==> src/vcr_params.svh <==
// Purpose: named constants of the cursor, origin and retrace group
// Assumes: 8-bit index/data register port, 16-bit I/O address
// Notes: included by the cursor unit, the top block and the bench, not by the package or the interface
`ifndef VCR_PARAMS_SVH
`define VCR_PARAMS_SVH

// ----------------------------------------------------------------
// host port addresses
// ----------------------------------------------------------------
`define VCR_IDX_PORT_MONO 16'h03b4
`define VCR_DAT_PORT_MONO 16'h03b5
`define VCR_IDX_PORT_COLOR 16'h03d4
`define VCR_DAT_PORT_COLOR 16'h03d5

// ----------------------------------------------------------------
// register indices
// ----------------------------------------------------------------
`define VCR_IDX_CUR_TOP 8'h0a
`define VCR_IDX_CUR_BOT 8'h0b
`define VCR_IDX_ORG_UP 8'h0c
`define VCR_IDX_ORG_LO 8'h0d
`define VCR_IDX_CPOS_UP 8'h0e
`define VCR_IDX_CPOS_LO 8'h0f
`define VCR_IDX_RT_BEGIN 8'h10
`define VCR_IDX_RT_END 8'h11

// ----------------------------------------------------------------
// reset values and field positions
// ----------------------------------------------------------------
`define VCR_REG_RESET 8'h00
`define VCR_IDX_RESET 8'h00
`define VCR_LINE_MSB 4
`define VCR_CUR_ON_BIT 5
`define VCR_STRIKE_MSB 7
`define VCR_STRIKE_LSB 6
`define VCR_DELAY_MSB 6
`define VCR_DELAY_LSB 5
`define VCR_LOCK_BIT 7
`define VCR_FIVE_CYC_BIT 6
`define VCR_IRQ_EN_N_BIT 5
`define VCR_IRQ_CLR_N_BIT 4
`define VCR_RT_END_MSB 3

// ----------------------------------------------------------------
// strike-through line per select code
// ----------------------------------------------------------------
`define VCR_STRIKE_L0 5'h01
`define VCR_STRIKE_L1 5'h05
`define VCR_STRIKE_L2 5'h09
`define VCR_STRIKE_L3 5'h0d

`endif

==> src/vcr_pkg.sv <==
// Purpose: types shared by the cursor, origin and retrace group
// Assumes: nothing beyond the params header
// Notes: states of the retrace sequencer
package vcr_pkg;

  typedef enum logic [0:0] {
    VCR_RT_IDLE = 1'b0,
    VCR_RT_ACTIVE = 1'b1
  } vcr_rt_state_t;

  typedef logic [15:0] vcr_addr_t;

endpackage

==> src/vcr_cur_if.sv <==
// Purpose: cursor shape and position from register file to cursor unit
// Assumes: single clock domain
// Notes: src side is the register file
`timescale 1ns/100ps
interface vcr_cur_if;
  import vcr_pkg::*;
  logic [4:0] top_line;
  logic [4:0] bot_line;
  logic on;
  logic [1:0] delay;
  vcr_addr_t pos;
  modport src(output top_line, bot_line, on, delay, pos);
  modport snk(input top_line, bot_line, on, delay, pos);
endinterface

==> src/vcr_cursor.sv <==
// Purpose: text cursor hit test and character-time delay
// Assumes: i_char_tick pulses once per character time
// Notes: output registered every clock
`timescale 1ns/100ps
`include "vcr_params.svh"
module vcr_cursor
  import vcr_pkg::*;
#(
  parameter int MAX_DELAY = 3
) (
  input wire logic i_core_clk,
  input wire logic i_arst_n,
  vcr_cur_if.snk cfg,
  input wire logic i_char_tick,
  input wire logic [4:0] i_row_scan,
  input wire vcr_addr_t i_char_addr,
  output logic o_cursor_pix
);

  function automatic logic in_span(input logic [4:0] v,
                                   input logic [4:0] lo,
                                   input logic [4:0] hi);
    in_span = (v >= lo) && (v <= hi);
  endfunction

  logic hit_w;
  logic [MAX_DELAY-1:0] stage_r;
  logic [MAX_DELAY-1:0] stage_nxt;
  logic pix_nxt;

  // ----------------------------------------------------------------
  // hit test and delay line
  // ----------------------------------------------------------------
  always_comb begin
    hit_w = cfg.on && (cfg.top_line <= cfg.bot_line) &&
            (i_char_addr == cfg.pos) &&
            in_span(i_row_scan, cfg.top_line, cfg.bot_line);
    stage_nxt = stage_r;
    if (i_char_tick) begin
      stage_nxt = {stage_r[MAX_DELAY-2:0], hit_w};
    end
    if (cfg.delay == 2'h0) begin
      pix_nxt = hit_w;
    end else begin
      pix_nxt = stage_r[cfg.delay - 2'h1];
    end
  end

  always_ff @(posedge i_core_clk or negedge i_arst_n) begin
    if (!i_arst_n) begin
      stage_r <= '0;
      o_cursor_pix <= 1'b0;
    end else begin
      stage_r <= stage_nxt;
      o_cursor_pix <= pix_nxt;
    end
  end
endmodule

==> src/vcr_top.sv <==
// Purpose: cursor shape, display origin and vertical retrace registers
// Assumes: all inputs come from logic on i_core_clk
// Notes: host reaches registers through an index and a data port
//
// What this block does
// - cursor top register at data port, index 0a
// - no cursor when top line exceeds bottom
// - low five bits give cursor first line
// - strike select picks line 1, 5, 9, 13
// - strike select honoured only with extended attributes
// - cursor delayed zero to three character times
// - low five bits give cursor last line
// - origin is upper byte then lower byte
// - origin loaded as first address after retrace
// - cursor position from upper and lower bytes
// - retrace begins when scan line equals start
// - start bits eight and nine from overflow
// - retrace registers reached only with readback enabled
// - lock bit only drives o_register_write_lock, no write is blocked
// - enable bit low latches retrace flag
// - retrace ends on low four bits match
`timescale 1ns/100ps
`include "vcr_params.svh"
module vcr_top
  import vcr_pkg::*;
(
  input wire logic i_core_clk,
  input wire logic i_arst_n,
  input wire logic [15:0] i_io_addr,
  input wire logic [7:0] i_io_wdata,
  input wire logic i_io_wr,
  input wire logic i_io_rd,
  input wire logic i_color_mode,
  input wire logic i_extended_attr_enable,
  input wire logic i_timing_reg_readback,
  input wire logic [1:0] i_ovf_retrace_hi,
  input wire logic i_line_tick,
  input wire logic [9:0] i_scan_line,
  input wire logic i_char_tick,
  input wire logic [4:0] i_row_scan,
  input wire vcr_addr_t i_char_addr,
  output logic [7:0] o_io_rdata,
  output logic o_io_rdata_valid,
  output logic o_cursor_pix,
  output logic o_strike_hit,
  output logic o_vretrace,
  output logic o_retrace_flag,
  output vcr_addr_t o_origin_addr,
  output logic o_origin_load,
  output logic o_register_write_lock,
  output logic o_refresh_five_cycles
);

  vcr_cur_if cur_if ();

  // ----------------------------------------------------------------
  // register file
  // ----------------------------------------------------------------
  logic [7:0] idx_r, idx_nxt;
  logic [7:0] cur_top_r, cur_top_nxt;
  logic [7:0] cur_bot_r, cur_bot_nxt;
  logic [7:0] org_up_r, org_up_nxt;
  logic [7:0] org_lo_r, org_lo_nxt;
  logic [7:0] cpos_up_r, cpos_up_nxt;
  logic [7:0] cpos_lo_r, cpos_lo_nxt;
  logic [7:0] rt_begin_r, rt_begin_nxt;
  logic [7:0] rt_end_r, rt_end_nxt;
  logic [7:0] rdata_nxt;
  logic rvalid_nxt;
  logic idx_sel;
  logic dat_sel;

  // ports follow mono or colour mode
  assign idx_sel = i_color_mode ? (i_io_addr == `VCR_IDX_PORT_COLOR)
                                : (i_io_addr == `VCR_IDX_PORT_MONO);
  assign dat_sel = i_color_mode ? (i_io_addr == `VCR_DAT_PORT_COLOR)
                                : (i_io_addr == `VCR_DAT_PORT_MONO);

  always_comb begin
    idx_nxt = idx_r;
    cur_top_nxt = cur_top_r;
    cur_bot_nxt = cur_bot_r;
    org_up_nxt = org_up_r;
    org_lo_nxt = org_lo_r;
    cpos_up_nxt = cpos_up_r;
    cpos_lo_nxt = cpos_lo_r;
    rt_begin_nxt = rt_begin_r;
    rt_end_nxt = rt_end_r;
    rdata_nxt = 8'h00;
    rvalid_nxt = 1'b0;
    if (i_io_wr && idx_sel) begin
      idx_nxt = i_io_wdata;
    end
    if (i_io_wr && dat_sel) begin
      case (idx_r)
        `VCR_IDX_CUR_TOP: cur_top_nxt = i_io_wdata;
        `VCR_IDX_CUR_BOT: cur_bot_nxt = i_io_wdata;
        `VCR_IDX_ORG_UP: org_up_nxt = i_io_wdata;
        `VCR_IDX_ORG_LO: org_lo_nxt = i_io_wdata;
        `VCR_IDX_CPOS_UP: cpos_up_nxt = i_io_wdata;
        `VCR_IDX_CPOS_LO: cpos_lo_nxt = i_io_wdata;
        `VCR_IDX_RT_BEGIN: begin
          if (i_timing_reg_readback) begin
            rt_begin_nxt = i_io_wdata;
          end
        end
        `VCR_IDX_RT_END: begin
          if (i_timing_reg_readback) begin
            rt_end_nxt = i_io_wdata;
          end
        end
        default: idx_nxt = idx_r;
      endcase
    end
    if (i_io_rd && idx_sel) begin
      rvalid_nxt = 1'b1;
      rdata_nxt = idx_r;
    end
    if (i_io_rd && dat_sel) begin
      rvalid_nxt = 1'b1;
      case (idx_r)
        `VCR_IDX_CUR_TOP: rdata_nxt = cur_top_r;
        `VCR_IDX_CUR_BOT: rdata_nxt = cur_bot_r;
        `VCR_IDX_ORG_UP: rdata_nxt = org_up_r;
        `VCR_IDX_ORG_LO: rdata_nxt = org_lo_r;
        `VCR_IDX_CPOS_UP: rdata_nxt = cpos_up_r;
        `VCR_IDX_CPOS_LO: rdata_nxt = cpos_lo_r;
        `VCR_IDX_RT_BEGIN: begin
          rdata_nxt = i_timing_reg_readback ? rt_begin_r : 8'h00;
        end
        `VCR_IDX_RT_END: begin
          rdata_nxt = i_timing_reg_readback ? rt_end_r : 8'h00;
        end
        default: rdata_nxt = 8'h00;
      endcase
    end
  end

  always_ff @(posedge i_core_clk or negedge i_arst_n) begin
    if (!i_arst_n) begin
      idx_r <= `VCR_IDX_RESET;
      cur_top_r <= `VCR_REG_RESET;
      cur_bot_r <= `VCR_REG_RESET;
      org_up_r <= `VCR_REG_RESET;
      org_lo_r <= `VCR_REG_RESET;
      cpos_up_r <= `VCR_REG_RESET;
      cpos_lo_r <= `VCR_REG_RESET;
      rt_begin_r <= `VCR_REG_RESET;
      rt_end_r <= `VCR_REG_RESET;
      o_io_rdata <= 8'h00;
      o_io_rdata_valid <= 1'b0;
    end else begin
      idx_r <= idx_nxt;
      cur_top_r <= cur_top_nxt;
      cur_bot_r <= cur_bot_nxt;
      org_up_r <= org_up_nxt;
      org_lo_r <= org_lo_nxt;
      cpos_up_r <= cpos_up_nxt;
      cpos_lo_r <= cpos_lo_nxt;
      rt_begin_r <= rt_begin_nxt;
      rt_end_r <= rt_end_nxt;
      o_io_rdata <= rdata_nxt;
      o_io_rdata_valid <= rvalid_nxt;
    end
  end

  // ----------------------------------------------------------------
  // cursor unit
  // ----------------------------------------------------------------
  assign cur_if.top_line = cur_top_r[`VCR_LINE_MSB:0];
  assign cur_if.bot_line = cur_bot_r[`VCR_LINE_MSB:0];
  assign cur_if.on = cur_top_r[`VCR_CUR_ON_BIT];
  assign cur_if.delay = cur_bot_r[`VCR_DELAY_MSB:`VCR_DELAY_LSB];
  assign cur_if.pos = {cpos_up_r, cpos_lo_r};

  vcr_cursor #(
    .MAX_DELAY(3)
  ) u_cursor (
    .i_core_clk(i_core_clk),
    .i_arst_n(i_arst_n),
    .cfg(cur_if.snk),
    .i_char_tick(i_char_tick),
    .i_row_scan(i_row_scan),
    .i_char_addr(i_char_addr),
    .o_cursor_pix(o_cursor_pix)
  );

  // ----------------------------------------------------------------
  // strike-through line
  // ----------------------------------------------------------------
  logic [4:0] strike_line_w;
  logic strike_nxt;

  always_comb begin
    case (cur_top_r[`VCR_STRIKE_MSB:`VCR_STRIKE_LSB])
      2'h0: strike_line_w = `VCR_STRIKE_L0;
      2'h1: strike_line_w = `VCR_STRIKE_L1;
      2'h2: strike_line_w = `VCR_STRIKE_L2;
      2'h3: strike_line_w = `VCR_STRIKE_L3;
      default: strike_line_w = `VCR_STRIKE_L0;
    endcase
    strike_nxt = i_extended_attr_enable &&
                 (i_row_scan == strike_line_w);
  end

  always_ff @(posedge i_core_clk or negedge i_arst_n) begin
    if (!i_arst_n) begin
      o_strike_hit <= 1'b0;
    end else begin
      o_strike_hit <= strike_nxt;
    end
  end

  // ----------------------------------------------------------------
  // vertical retrace, origin load and retrace flag
  // ----------------------------------------------------------------
  vcr_rt_state_t rt_state_r, rt_state_nxt;
  logic [9:0] rt_begin_full;
  logic rt_hit_begin;
  logic rt_hit_end;
  logic flag_nxt;
  logic load_nxt;
  vcr_addr_t origin_nxt;

  assign rt_begin_full = {i_ovf_retrace_hi, rt_begin_r};

  always_comb begin
    rt_hit_begin = i_line_tick && (i_scan_line == rt_begin_full);
    rt_hit_end = i_line_tick &&
                 (i_scan_line[`VCR_RT_END_MSB:0] ==
                  rt_end_r[`VCR_RT_END_MSB:0]);
    rt_state_nxt = rt_state_r;
    origin_nxt = o_origin_addr;
    load_nxt = 1'b0;
    flag_nxt = o_retrace_flag;
    if (!rt_end_r[`VCR_IRQ_CLR_N_BIT]) begin
      flag_nxt = 1'b0;
    end
    case (rt_state_r)
      VCR_RT_IDLE: begin
        if (rt_hit_begin) begin
          rt_state_nxt = VCR_RT_ACTIVE;
          if (!rt_end_r[`VCR_IRQ_EN_N_BIT]) begin
            flag_nxt = 1'b1;
          end
        end
      end
      VCR_RT_ACTIVE: begin
        if (rt_hit_end) begin
          rt_state_nxt = VCR_RT_IDLE;
          origin_nxt = {org_up_r, org_lo_r};
          load_nxt = 1'b1;
        end
      end
      default: rt_state_nxt = VCR_RT_IDLE;
    endcase
  end

  always_ff @(posedge i_core_clk or negedge i_arst_n) begin
    if (!i_arst_n) begin
      rt_state_r <= VCR_RT_IDLE;
      o_vretrace <= 1'b0;
      o_retrace_flag <= 1'b0;
      o_origin_addr <= 16'h0000;
      o_origin_load <= 1'b0;
      o_register_write_lock <= 1'b0;
      o_refresh_five_cycles <= 1'b0;
    end else begin
      rt_state_r <= rt_state_nxt;
      o_vretrace <= (rt_state_nxt == VCR_RT_ACTIVE);
      o_retrace_flag <= flag_nxt;
      o_origin_addr <= origin_nxt;
      o_origin_load <= load_nxt;
      o_register_write_lock <= rt_end_nxt[`VCR_LOCK_BIT];
      o_refresh_five_cycles <= rt_end_nxt[`VCR_FIVE_CYC_BIT];
    end
  end
endmodule

==> config.mk <==
export PLATFORM = sky130hd
export DESIGN_NAME = vcr_top
export DESIGN_NICKNAME = d
export VERILOG_FILES = /design/src/vcr_pkg.sv /design/src/vcr_cur_if.sv /design/src/vcr_cursor.sv /design/src/vcr_top.sv
export VERILOG_INCLUDE_DIRS = /design/src
export SDC_FILE = /design/constraint.sdc
export NUM_CORES = 1
export LEC_CHECK = 0
export BUFFER_PORTS_ARGS = -buffer_cell sky130_fd_sc_hd__buf_2
export CAP_MARGIN = 20
export CORE_UTILIZATION = 60
export DETAILED_ROUTE_END_ITERATION = 6
export GPL_ROUTABILITY_DRIVEN = 0
export PLACE_DENSITY = 0.89
export SLEW_MARGIN = 20
export SYNTH_ARGS = -nofsm -noshare
export SYNTH_HDL_FRONTEND = slang
export SYNTH_SLANG_ARGS = --single-unit
==> constraint.sdc <==
create_clock -name i_core_clk -period 4.11 [get_ports i_core_clk]
set_input_delay 0.411 -clock i_core_clk [delete_from_list [all_inputs] [get_ports i_core_clk]]
set_output_delay 0.411 -clock i_core_clk [all_outputs]
set_load 0.05 [all_outputs]
==> impl_metrics.json <==
{
  "stdcell_count": 627,
  "synth_area_um2": 5460,
  "setup_violations": 0,
  "first_pass_iters": 5,
  "port_buffers": 97,
  "synth_cells": 420,
  "period_needed_ns": 2.78,
  "skew_ns": 0.0134,
  "end_kind": "flip-flop",
  "antenna_found_initial": 0,
  "grt_usage_pct": 29.1,
  "wl_per_cell_um": 20.7,
  "rrSetupSlack_ns": 1.33,
  "start_kind": "flip-flop",
  "placed_cell_area_um2": 6010,
  "synth_seq_cells": 105,
  "die_h_um": 97.4,
  "synth_nets": 502,
  "stdcell_area_um2": 6200,
  "synth_edf_count": 0,
  "cap_violations": 0,
  "hold_buffers": 0,
  "grt_pass1_vias": 3985,
  "seq_area_frac_synth_pct": 48.1,
  "fin_crit_sh_pct": 67.5,
  "slew_headroom_pct": 41.5,
  "synthTopCellsByCount": "dfrtp_1 (105), mux2_2 (83), inv_1 (20)",
  "synth_top_cell_by_area": "dfrtp_1",
  "synthArstFlopShare_pct": 100,
  "critPathArrivalTime_ns": 3.04,
  "initial_core_util_pct": 62.3,
  "tightest_slew_ns": 0.877,
  "hpwl_um": 9330,
  "htreeDepth": 3,
  "clkTransAtPathRegs_ns": 0.10,
  "cts_resized": 0,
  "hold_class": "in2async",
  "p_per_area_nw_per_um2": 283,
  "clk_latency_ns": 0.38,
  "synth_area_leaders": "dfrtp_1 (48%), mux2_2 (17%), ha_1 (3.7%)",
  "p_leak_nw": 3.14,
  "fin_total_pwr_mw": 1.76,
  "numCtsBuffers": 9,
  "cts_setup_buffers": 0,
  "avgViaCountPerCell": 6.33,
  "die-area_um2": 9480,
  "syn_area_per_cell_um2": 13.0,
  "final_util_pct": 70.8,
  "synth_most_common_cell": "dfrtp_1",
  "synth_top_area_share_pct": 48.1,
  "grt_start_max_net_pins": 82,
  "hold_viol": 0,
  "dr_total_vias": 3966,
  "ant_nets": 0,
  "ys_types": 55,
  "setup_tns_ns": 0,
  "chipWidth_um": 97.4,
  "worstSetupPathType": "reg2reg",
  "ys_warn_count": 0,
  "root_buffer": "clkbuf_8",
  "cts_sinks": 105,
  "yosys_most_used_dff": "dfrtp_1",
  "cts_buffer_depth": 2,
  "drt_iter0_markers": 407,
  "core_um2": 8760,
  "ir_worst_vdd_v": 0.000172,
  "worstPathMaxFanout": 22,
  "final_layout_size_suffix_gt1_share_pct": 43.0,
  "maxSlewViolCount": 0,
  "drcViolationCount": 0,
  "status": "complete, no violations",
  "grt_pass1_wl_um": 21300,
  "rsz0062_at_grt": "no",
  "ioPinCount": 98,
  "wl_um": 13000,
  "crit_required_ns": 4.37,
  "grt-ovfl-total": 0,
  "layout.nets": 596,
  "cts_tree": "built",
  "n_antenna_cell": 0,
  "rows": 34,
  "dp_cells": 611,
  "max_freq_ghz": 0.360,
  "areaGrowthSynthToFinish_pct": 13.6
}
==> sequential cells by signal, summed over array words and instances, names as in the netlist, 3 cells and up <==
signal,cells
cpos_lo_r,8
cpos_up_r,8
cur_bot_r,8
cur_top_r,8
idx_r,8
o_io_rdata,8
o_origin_addr,16
org_lo_r,8
org_up_r,8
rt_begin_r,8
rt_end_r,8
u_cursor.stage_r,3
==> per-layer routing <==
metal / vias to the layer above / track usage, % / wire length [um]
met5: - / 0 / 0
met4: 0 / 13.5 / 541
met3: 50 / 4.89 / 918
met2: 216 / 45.9 / 6170
met1: 1957 / 39.7 / 5340
li1: 1743 / - / -
==> kinds of logic after synthesis <==
| group | Yosys count | synth area share (%) |
|---|---|---|
| AOI/OAI and AO/OA | 52 | 7.29 |
| xor gates and xnor gates | 29 | 4.65 |
| adders and majority gates | 16 | 3.67 |
| buffers and inverters | 36 | 2.98 |
| DFF | 105 | 48.1 |
| muxes | 108 | 23.6 |
| and+or+nand+nor | 74 | 9.70 |
==> metrics by stage <==
stage / setup slack (ns) / hold slack, ns
6_report: 1.33 / 0.0610
3_3_place_gp: 1.46 / 0.485
2_1_floorplan: 1.78 / 0.115
5_1_grt: 1.22 / 0.125
4_1_cts: 1.38 / 0.230
3_5_place_dp: 1.39 / 0.488
==> critical path, cell delays in order, from the launching register on <==
cell	delay (ns)
dfrtp_1	0.91
nand3b_1	0.24
or3_1	0.51
or3_1	0.63
mux2_4	0.38
==> placed cells by master (no fill, tap or decap), types with 4 or more instances in the layout <==
cell type,n
a21oi_1,4
a22o_1,9
a22oi_1,4
buf_2,96
clkbuf_8,9
dfrtp_1,105
ha_1,16
inv_1,20
mux2_2,83
mux2_4,8
mux2i_1,12
mux4_2,5
nand2_1,13
nand2b_1,5
nand3_1,6
nand4_1,7
nor2_1,6
nor3_1,5
nor4_1,4
o211ai_1,4
o21ai_0,8
or3_1,4
xnor2_1,11
xor2_1,18
==> final timing paths <==
kind,startpoint,end,depth (start not counted)
min,i_arst_n,cpos_up_r[3],1
min reg2reg,o_origin_addr[11],o_origin_addr[11],1
min in group i_core_clk,i_char_tick,u_cursor.stage_r[0],3
max,idx_r[2],org_lo_r[7],4
max in group asynchronous,i_arst_n,idx_r[2],2
max reg2reg,idx_r[2],org_lo_r[7],4
==> layout make-up <==
type	instances	area (um2)
clock buffer	9	124
clock inverter	7	63.8
fill	585	2560
inverter	20	75.1
multi-input combinational	279	2670
sequential	105	2630
tap	108	135
timing repair buffer	99	507
==> power by group <==
group / leakage, nW / switching, mW / internal [mW] / total [mW]
logic: 1.59 / 0.0672 / 0.0411 / 0.108
registers: 1.46 / 0.000405 / 1.03 / 1.03
clock network: 0.0899 / 0.383 / 0.233 / 0.616
Note: power is estimated with default switching activity, not from simulation.
